`src/crf_pkg.sv`:
```
// Purpose: Shared constants and types for the processor register set and flags
// Assumes: One 40 MHz clock, register port with one-cycle read latency
// Notes: Register indices below are byte-free word indices of the plain port
package crf_pkg;

  // ----------------------------------------------------------------
  // Register indices on the plain port
  // ----------------------------------------------------------------
  localparam logic [3:0] IDX_DATA0 = 4'h0;
  localparam logic [3:0] IDX_DATA1 = 4'h1;
  localparam logic [3:0] IDX_DATA2 = 4'h2;
  localparam logic [3:0] IDX_DATA3 = 4'h3;
  localparam logic [3:0] IDX_ADDR0 = 4'h4;
  localparam logic [3:0] IDX_ADDR1 = 4'h5;
  localparam logic [3:0] IDX_FRAME = 4'h6;
  localparam logic [3:0] IDX_STATIC = 4'h7;
  localparam logic [3:0] IDX_VECTOR = 4'h8;
  localparam logic [3:0] IDX_PC = 4'h9;
  localparam logic [3:0] IDX_USP = 4'hA;
  localparam logic [3:0] IDX_ISP = 4'hB;
  localparam logic [3:0] IDX_FLAGS = 4'hC;
  localparam logic [3:0] IDX_ACTIVE_SP = 4'hD;

  // ----------------------------------------------------------------
  // Flag register field positions
  // ----------------------------------------------------------------
  localparam int FLG_C = 0;
  localparam int FLG_D = 1;
  localparam int FLG_Z = 2;
  localparam int FLG_S = 3;
  localparam int FLG_B = 4;
  localparam int FLG_O = 5;
  localparam int FLG_I = 6;
  localparam int FLG_U = 7;
  localparam int FLG_IPL_LO = 8;
  localparam int FLG_RSV = 11;

  // ----------------------------------------------------------------
  // Widths and reset values
  // ----------------------------------------------------------------
  localparam int WORD_W = 16;
  localparam int WIDE_W = 20;
  localparam int FLAG_W = 11;
  localparam logic [15:0] RST_WORD = 16'h0000;
  localparam logic [19:0] RST_WIDE = 20'h00000;
  localparam logic [10:0] RST_FLAGS = 11'h000;
  localparam logic [4:0] SWI_MAX_CLR_U = 5'h1F;

  // ALU result bundle from the execution pipeline
  typedef struct packed {
    logic valid;
    logic carry;
    logic zero;
    logic sign;
    logic ovf;
  } crf_alu_t;

  // Interrupt acknowledge bundle
  typedef struct packed {
    logic hw_ack;
    logic sw_ack;
    logic [5:0] sw_num;
  } crf_ack_t;

endpackage

```
`src/crf_regs.sv`:
```
// Purpose: Programmer-visible register set and processor flag register
// Assumes: Pipeline writes through the plain port, alu and ack strobes one cycle
// Notes: All outputs registered; read data appears the cycle after read and holds until the next read
//
// The placing of the registers and the address-and-strobe port were left to the implementer.
`timescale 1ns/1ps
module crf_regs
(
  // Clock and reset
  input wire logic clock,
  input wire logic nrst,
  // Register port
  input wire logic [3:0] addr,
  input wire logic [31:0] wdata,
  input wire logic wr,
  input wire logic rd,
  output logic [31:0] rdata,
  // Byte access to the first two data registers, pair access to data and address registers
  input wire logic [1:0] byte_sel,
  input wire logic byte_wr,
  input wire logic [7:0] byte_wdata,
  input wire logic [1:0] pair_sel,
  input wire logic pair_wr,
  // Pipeline status inputs
  input wire crf_pkg::crf_alu_t alu,
  input wire crf_pkg::crf_ack_t ack,
  input wire logic pc_load,
  input wire logic [19:0] pc_next,
  // Interrupt request to qualify
  input wire logic irq_req,
  input wire logic [2:0] irq_level,
  // Observed state
  output logic [31:0] data_pair_low_32,
  output logic [31:0] data_pair_high_32,
  output logic [31:0] addr_pair_32,
  output logic [15:0] active_sp,
  output logic [19:0] program_counter,
  output logic [10:0] flags,
  output logic irq_accept
);

  // ----------------------------------------------------------------
  // Reset synchroniser
  // ----------------------------------------------------------------
  logic rst_meta;
  logic rst_n;

  // Release through two flops to avoid reset recovery races
  always_ff @(posedge clock or negedge nrst)
  begin
    if (!nrst)
    begin
      rst_meta <= 1'b0;
      rst_n <= 1'b0;
    end
    else
    begin
      rst_meta <= 1'b1;
      rst_n <= rst_meta;
    end
  end

  // ----------------------------------------------------------------
  // Storage
  // ----------------------------------------------------------------
  logic [15:0] data_reg [4]; // General data registers
  logic [15:0] addr_reg_0; // Pointer register low
  logic [15:0] addr_reg_1; // Pointer register high
  logic [15:0] frame_base_register;
  logic [15:0] static_base_register;
  logic [19:0] vector_table_base;
  logic [15:0] user_stack_pointer;
  logic [15:0] interrupt_stack_pointer;
  logic [10:0] processor_flag_register;
  logic [19:0] pc;

  // Word write strobe for an index
  function automatic logic hit(input logic [3:0] a, input logic [3:0] idx, input logic w);
    hit = w && (a == idx);
  endfunction

  // Software interrupt that forces the interrupt stack
  function automatic logic sw_clears_u(input crf_pkg::crf_ack_t k);
    sw_clears_u = k.sw_ack && (k.sw_num[5] == 1'b0) && (k.sw_num[4:0] <= crf_pkg::SWI_MAX_CLR_U);
  endfunction

  // ----------------------------------------------------------------
  // Data registers, word, byte and pair writes
  // ----------------------------------------------------------------
  // Word writes win over byte writes in the same cycle
  always_ff @(posedge clock or negedge rst_n)
  begin
    if (!rst_n)
    begin
      for (int i = 0; i < 4; i++)
        data_reg[i] <= crf_pkg::RST_WORD;
    end
    else
    begin
      // Byte halves only exist on the first two registers
      if (byte_wr)
      begin
        if (byte_sel[1])
          data_reg[byte_sel[0]][15:8] <= byte_wdata;
        else
          data_reg[byte_sel[0]][7:0] <= byte_wdata;
      end
      // Pair writes: low word to first/second, high word to third/fourth
      if (pair_wr)
      begin
        if (pair_sel == 2'h0)
        begin
          data_reg[0] <= wdata[15:0];
          data_reg[2] <= wdata[31:16];
        end
        else if (pair_sel == 2'h1)
        begin
          data_reg[1] <= wdata[15:0];
          data_reg[3] <= wdata[31:16];
        end
      end
      // Plain 16-bit writes
      for (int i = 0; i < 4; i++)
        if (hit(addr, 4'(i), wr))
          data_reg[i] <= wdata[15:0];
    end
  end

  // ----------------------------------------------------------------
  // Address and base registers
  // ----------------------------------------------------------------
  // Address pair write uses the second register as upper half
  always_ff @(posedge clock or negedge rst_n)
  begin
    if (!rst_n)
    begin
      addr_reg_0 <= crf_pkg::RST_WORD;
      addr_reg_1 <= crf_pkg::RST_WORD;
      frame_base_register <= crf_pkg::RST_WORD;
      static_base_register <= crf_pkg::RST_WORD;
      vector_table_base <= crf_pkg::RST_WIDE;
    end
    else
    begin
      if (pair_wr && pair_sel == 2'h2)
      begin
        addr_reg_0 <= wdata[15:0];
        addr_reg_1 <= wdata[31:16];
      end
      if (hit(addr, crf_pkg::IDX_ADDR0, wr))
        addr_reg_0 <= wdata[15:0];
      if (hit(addr, crf_pkg::IDX_ADDR1, wr))
        addr_reg_1 <= wdata[15:0];
      if (hit(addr, crf_pkg::IDX_FRAME, wr))
        frame_base_register <= wdata[15:0];
      if (hit(addr, crf_pkg::IDX_STATIC, wr))
        static_base_register <= wdata[15:0];
      if (hit(addr, crf_pkg::IDX_VECTOR, wr))
        vector_table_base <= wdata[19:0];
    end
  end

  // ----------------------------------------------------------------
  // Program counter and stack pointers
  // ----------------------------------------------------------------
  // Pipeline load takes priority over a port write
  always_ff @(posedge clock or negedge rst_n)
  begin
    if (!rst_n)
      pc <= crf_pkg::RST_WIDE;
    else if (pc_load)
      pc <= pc_next;
    else if (hit(addr, crf_pkg::IDX_PC, wr))
      pc <= wdata[19:0];
  end

  // Active pointer index writes the pointer picked by the stack flag
  always_ff @(posedge clock or negedge rst_n)
  begin
    if (!rst_n)
    begin
      user_stack_pointer <= crf_pkg::RST_WORD;
      interrupt_stack_pointer <= crf_pkg::RST_WORD;
    end
    else
    begin
      if (hit(addr, crf_pkg::IDX_USP, wr) ||
          (hit(addr, crf_pkg::IDX_ACTIVE_SP, wr) && processor_flag_register[crf_pkg::FLG_U]))
        user_stack_pointer <= wdata[15:0];
      if (hit(addr, crf_pkg::IDX_ISP, wr) ||
          (hit(addr, crf_pkg::IDX_ACTIVE_SP, wr) && !processor_flag_register[crf_pkg::FLG_U]))
        interrupt_stack_pointer <= wdata[15:0];
    end
  end

  // ----------------------------------------------------------------
  // Flag register
  // ----------------------------------------------------------------
  // Hardware events override a same-cycle software write of the flag
  always_ff @(posedge clock or negedge rst_n)
  begin
    if (!rst_n)
      processor_flag_register <= crf_pkg::RST_FLAGS;
    else
    begin
      // Software write; debug bit is the caller's to keep at zero
      if (hit(addr, crf_pkg::IDX_FLAGS, wr))
        processor_flag_register <= wdata[10:0];
      // Arithmetic status from the unit
      if (alu.valid)
      begin
        processor_flag_register[crf_pkg::FLG_C] <= alu.carry;
        processor_flag_register[crf_pkg::FLG_Z] <= alu.zero;
        processor_flag_register[crf_pkg::FLG_S] <= alu.sign;
        processor_flag_register[crf_pkg::FLG_O] <= alu.ovf;
      end
      // Any acknowledge masks further maskable requests
      if (ack.hw_ack || ack.sw_ack)
        processor_flag_register[crf_pkg::FLG_I] <= 1'b0;
      // Back to the interrupt stack
      if (ack.hw_ack || sw_clears_u(ack))
        processor_flag_register[crf_pkg::FLG_U] <= 1'b0;
    end
  end

  // ----------------------------------------------------------------
  // Outputs
  // ----------------------------------------------------------------
  // Mirrors of live state, one flop behind so outputs stay registered
  always_ff @(posedge clock or negedge rst_n)
  begin
    if (!rst_n)
    begin
      data_pair_low_32 <= 32'h0000_0000;
      data_pair_high_32 <= 32'h0000_0000;
      addr_pair_32 <= 32'h0000_0000;
      active_sp <= crf_pkg::RST_WORD;
      program_counter <= crf_pkg::RST_WIDE;
      flags <= crf_pkg::RST_FLAGS;
      irq_accept <= 1'b0;
    end
    else
    begin
      data_pair_low_32 <= {data_reg[2], data_reg[0]};
      data_pair_high_32 <= {data_reg[3], data_reg[1]};
      addr_pair_32 <= {addr_reg_1, addr_reg_0};
      active_sp <= processor_flag_register[crf_pkg::FLG_U] ?
                   user_stack_pointer : interrupt_stack_pointer;
      program_counter <= pc;
      flags <= processor_flag_register;
      // Strictly above current level and only while enabled
      irq_accept <= irq_req && processor_flag_register[crf_pkg::FLG_I] &&
                    (irq_level > processor_flag_register[crf_pkg::FLG_RSV-1 -: 3]);
    end
  end

  // Read port: reserved flag bit reads zero, a legal undefined value
  always_ff @(posedge clock or negedge rst_n)
  begin
    if (!rst_n)
      rdata <= 32'h0000_0000;
    else if (rd)
    begin
      unique case (addr)
        crf_pkg::IDX_DATA0: rdata <= {16'h0000, data_reg[0]};
        crf_pkg::IDX_DATA1: rdata <= {16'h0000, data_reg[1]};
        crf_pkg::IDX_DATA2: rdata <= {16'h0000, data_reg[2]};
        crf_pkg::IDX_DATA3: rdata <= {16'h0000, data_reg[3]};
        crf_pkg::IDX_ADDR0: rdata <= {16'h0000, addr_reg_0};
        crf_pkg::IDX_ADDR1: rdata <= {16'h0000, addr_reg_1};
        crf_pkg::IDX_FRAME: rdata <= {16'h0000, frame_base_register};
        crf_pkg::IDX_STATIC: rdata <= {16'h0000, static_base_register};
        crf_pkg::IDX_VECTOR: rdata <= {12'h000, vector_table_base};
        crf_pkg::IDX_PC: rdata <= {12'h000, pc};
        crf_pkg::IDX_USP: rdata <= {16'h0000, user_stack_pointer};
        crf_pkg::IDX_ISP: rdata <= {16'h0000, interrupt_stack_pointer};
        crf_pkg::IDX_FLAGS: rdata <= {21'h000000, processor_flag_register};
        crf_pkg::IDX_ACTIVE_SP: rdata <= {16'h0000, processor_flag_register[crf_pkg::FLG_U] ?
                                 user_stack_pointer : interrupt_stack_pointer};
        default: rdata <= 32'h0000_0000; // Unmapped index
      endcase
    end
  end

  // ----------------------------------------------------------------
  // Checks
  // ----------------------------------------------------------------
  property p_hw_ack_u;
    @(posedge clock) disable iff (!rst_n)
    ack.hw_ack |=> !processor_flag_register[crf_pkg::FLG_U];
  endproperty
  a_hw_ack_u: assert property (p_hw_ack_u) else $error("stack flag not cleared");

  property p_ack_i;
    @(posedge clock) disable iff (!rst_n)
    (ack.hw_ack || ack.sw_ack) |=> !processor_flag_register[crf_pkg::FLG_I];
  endproperty
  a_ack_i: assert property (p_ack_i) else $error("enable flag not cleared");

  property p_zero;
    @(posedge clock) disable iff (!rst_n)
    (alu.valid && !ack.hw_ack) |=> processor_flag_register[crf_pkg::FLG_Z] == $past(alu.zero);
  endproperty
  a_zero: assert property (p_zero) else $error("zero flag wrong");

  property p_carry;
    @(posedge clock) disable iff (!rst_n)
    alu.valid |=> processor_flag_register[crf_pkg::FLG_C] == $past(alu.carry);
  endproperty
  a_carry: assert property (p_carry) else $error("carry flag wrong");

  property p_accept;
    @(posedge clock) disable iff (!rst_n)
    (irq_req && !processor_flag_register[crf_pkg::FLG_I]) |=> !irq_accept;
  endproperty
  a_accept: assert property (p_accept) else $error("masked request accepted");

  property p_sp;
    @(posedge clock) disable iff (!rst_n)
    ##1 active_sp == ($past(processor_flag_register[crf_pkg::FLG_U]) ?
        $past(user_stack_pointer) : $past(interrupt_stack_pointer));
  endproperty
  a_sp: assert property (p_sp) else $error("wrong stack pointer");

  property p_pair;
    @(posedge clock) disable iff (!rst_n)
    ##2 addr_pair_32 == {$past(addr_reg_1), $past(addr_reg_0)};
  endproperty
  a_pair: assert property (p_pair) else $error("address pair wrong");

  property p_pc;
    @(posedge clock) disable iff (!rst_n)
    pc_load |=> ##1 program_counter == $past(pc_next, 2);
  endproperty
  a_pc: assert property (p_pc) else $error("counter not loaded");

  c_hw_ack: cover property (@(posedge clock) disable iff (!rst_n) ack.hw_ack);
  c_accept: cover property (@(posedge clock) disable iff (!rst_n) irq_accept);
  c_rd: cover property (@(posedge clock) disable iff (!rst_n) rd && addr == crf_pkg::IDX_FLAGS);

endmodule

```
`config.mk`:
```
export PLATFORM = sky130hd
export DESIGN_NAME = crf_regs
export DESIGN_NICKNAME = d
export VERILOG_FILES = /design/src/crf_pkg.sv /design/src/crf_regs.sv
export SDC_FILE = /design/constraint.sdc
export NUM_CORES = 1
export LEC_CHECK = 0
export ABC_AREA = 1
export ABC_CLOCK_PERIOD_IN_PS = 13000
export BUFFER_PORTS_ARGS = -buffer_cell sky130_fd_sc_hd__buf_4
export CAP_MARGIN = 20
export CORE_MARGIN = 2
export CORE_UTILIZATION = 55
export CTS_CLUSTER_DIAMETER = 100
export DETAILED_ROUTE_END_ITERATION = 10
export GPL_ROUTABILITY_DRIVEN = 0
export PLACE_DENSITY_LB_ADDON = 0.25
export SYNTH_ARGS = -nofsm -noshare
export SYNTH_HDL_FRONTEND = slang
export SYNTH_SLANG_ARGS = --single-unit
```
`constraint.sdc`:
```
create_clock -name clock -period 13 [get_ports clock]
set_clock_uncertainty 0.05 [all_clocks]
set_input_delay 3.25 -clock clock [delete_from_list [all_inputs] [get_ports clock]]
set_output_delay 3.25 -clock clock [all_outputs]
set_load 0.005 [all_outputs]
```
==> results.yml <==
timing:
  final-max-slew-violation-count: 0
  hold-worst-slack_ns: 0.302
  fin_ws_ns: 7.71
  min_period_ns: 5.29
  fmax_mhz: 189
  worst_pin_slew_ns: 1.05
  slew_headroom_pct: 29.9
  hold_violations: 0
  rsz0062_at_grt: "false"
  tns_ns: 0
  post-route-period-util_pct: 40.7
  setup_violations: 0
floorplan:
  core_area_um2: 27700
  die_area_um2: 29500
  io_pins: 268
  die_h_um: 172
  die_width_um: 172
  num_rows: 61
  initial_core_util_pct: 55.8
cts:
  clock-sinks: 377
  clk_path_buf_depth: 3
  cts_setup_buffers: 0
  cts_max_level: 2
  clk_pin_slew_ns: 0.06
  clock_latency_ns: 0.53
  ctsHoldBuffers: 0
  cts_resized: 0
  root_buffer: "clkbuf_16"
  tritoncts: "done"
  cts_buffers: 38
critical_path:
  worstReg2RegEnd: "user_stack_pointer[4]$_DFFE_PN0P_"
  rr_worst_depth: 6
  critPathMaxStageDelay_ns: 0.85
  path_buf_inv: 2
  endpoint_kind: "flop"
  crit_path_max_fanout: 32
  r2r-start: "processor_flag_register[7]$_DFFE_PN0P_"
  required_ns: 13.36
  crit_path_frequent_cell: "nand2_1"
  cp_slowest_cell: "nand2_1"
  startpoint_type: "input port"
  crit_chain: "buf_4 -> inv_2 -> nand2_1 -> nor2_1 -> nand2_1 -> o21ai_0"
  path_class: "in2reg"
  reg2reg_slack_ns: 10.51
  cp.arrival_ns: 5.64
  critPathTopFamily: "simple AND/OR/NAND/NOR gates"
min_path:
  worst_hold_path.endpoint: "rst_n$_DFF_PN0_"
  min_path_cells: 0
  hold_class: "reg2reg"
  worstHoldStart: "rst_meta$_DFF_PN0_"
power_and_ir_drop:
  p_int_mw: 2.23
  ir_drop_uv: 98.1
  cellLeakagePower_nw: 9.58
  power_frac_seq_pct: 49.5
  p_switching_uw: 835
  p_per_area_nw_per_um2: 163
  combPwrFrac_pct: 14.8
  p_sw_share_pct: 27.2
  clkPwrFrac_pct: 35.7
placed_design:
  post-place-ws_ns: 7.25
  post_dp_cell_area_um2: 17500
  port_buffers: 250
  dp_hpwl_mm: 31.5
grt:
  grt_max_degree: 154
  grt_first_pass_wirelength_mm: 70.3
  first_global_vias: 11900
  antenna_found_initial: 1
  track_usage_pct: 31.8
  grt_overflow: 0
flow_run:
  maxCapViolCount: 0
logic_synthesis:
  ys_warn_count: 0
  syn_avg_cell_area_um2: 8.94
  netlist.area_leader.share_pct: 61.0
  synth_cells: 1731
  ys_seq_area_share_pct: 61.0
  yosysTopAreaCell: "dfrtp_1"
  netlist_area_um2: 15500
  ys_types: 24
  yosys_register_bits: 377
  synth_area_leaders: "dfrtp_1 61%, nand2_1 12%, nand3_1 8.0%"
routing:
  routed_via_density: 5.77
  ant_nets: 0
  routed-wl-met2_mm: 20.7
  met1_length_mm: 19.1
  remaining_drc_errors: 0
  top_layer_used: "met4"
  wl_per_cell_um: 20.2
  first_pass_iters: 6
  dr.first_iter.drc_count: 1867
  drt-total-wl_mm: 47.1
  vias: 13400
  dr_wl_met3_mm: 5.96
final_layout:
  stdcell_area_um2: 18800
  final_net_count: 2019
  syn_to_final_growth_pct: 21.4
  largest_register_ffs: 64
  drive_gt1_share_pct: 17.5
outcome:
  run_status: "completed"
==> synth_stat cells (all sizes together) <==
| master | n |
|---|---|
| o211ai | 56 |
| o311ai | 1 |
| nand3 | 246 |
| or2 | 1 |
| o32ai | 1 |
| o21ai | 178 |
| a21oi | 27 |
| inv | 82 |
| conb | 2 |
| o31ai | 1 |
| dfrtp | 377 |
| clkbuf | 79 |
| o22ai | 9 |
| nand2 | 502 |
| nor2 | 113 |
| buf | 48 |
| a211oi | 2 |
| ha | 3 |
| o221ai | 3 |
==> how the worst max path moves through the flow <==
| stage | startpoint | endpoint | slack, ns | cells past startpoint |
|---|---|---|---|---|
| final | addr[3] | frame_base_register[6]$_DFFE_PN0P_ | 7.71 | 6 |
| after detailed placement | addr[3] | frame_base_register[6]$_DFFE_PN0P_ | 7.25 | 6 |
| after floorplan | rst_n$_DFF_PN0_ | active_sp[0]$_DFF_PN0_ | 1.66 | 0 |
| after CTS | addr[3] | frame_base_register[9]$_DFFE_PN0P_ | 7.70 | 6 |
| after global placement | addr[3] | frame_base_register[1]$_DFFE_PN0P_ | 7.35 | 6 |
| after global routing | addr[3] | frame_base_register[6]$_DFFE_PN0P_ | 7.45 | 6 |
==> worst register-to-register path: cells and delay by family (launching register included) <==
family,cells,cell delay [ns]
simple gates,2,0.90
flops,1,0.36
buf+inv,2,0.77
compound gates,2,0.31
==> kinds of logic after synthesis <==
group	after synthesis	share of synthesized area [%]
adder cells (fa/ha/maj)	3	0.243
other	2	0.0485
AND/OR/NAND/NOR	862	23.0
flip-flops	377	61.0
buffers and inverters	209	5.60
AO/OA/AOI/OAI	278	10.2
==> power by group through the flow <==
| stage | clock network (mW) | logic [mW] | registers [mW] |
|---|---|---|---|
| global placement | 0 | 0.432 | 1.53 |
| floorplan | 0 | 0.198 | 1.51 |
| finish | 1.09 | 0.455 | 1.52 |
| global route | 1.15 | 0.507 | 1.54 |
| detailed placement | 0 | 0.448 | 1.53 |
| CTS | 1.10 | 0.452 | 1.51 |
==> routing by layer <==
| metal | GRT usage (%) | up-vias |
|---|---|---|
| met3 | 7.32 | 82 |
| met4 | 9.62 | 0 |
| li1 | - | 6042 |
| met1 | 47.4 | 6442 |
| met5 | 0 | - |
| met2 | 46.6 | 857 |
==> metrics by stage <==
| stage | cells | total power, mW | util, % |
|---|---|---|---|
| 2_1_floorplan | 1742 | 1.71 | - |
| 3_3_place_gp | 2260 | 1.96 | 63.1 |
| 3_5_place_dp | 2260 | 1.98 | 63.1 |
| 4_1_cts | 2324 | 3.06 | 67.6 |
| 5_1_grt | 2326 | 3.19 | 67.8 |
| 6_report | 2327 | 3.07 | 67.8 |
==> final cells by class <==
type | count | area, um^2
repair buffers | 269 | 2070
multi-input cells | 1156 | 5240
diodes | 1 | 2.50
inverters | 82 | 308
clock buffers | 53 | 1130
clock inverters | 11 | 116
flip-flops and latches | 377 | 9440
fillers | 2152 | 8920
well taps | 378 | 473
==> cell usage in the layout, fill, tap and decap left out, drive strengths merged, types with 5 or more instances in the layout <==
cell / instances
o211ai: 56
o22ai: 9
a21oi: 27
conb: 13
nand3: 246
buf: 269
nor2: 113
clkbuf: 53
nand2: 502
o21ai: 178
clkinv: 5
inv: 83
dfrtp: 377
Power figures use the tool's default switching activity.
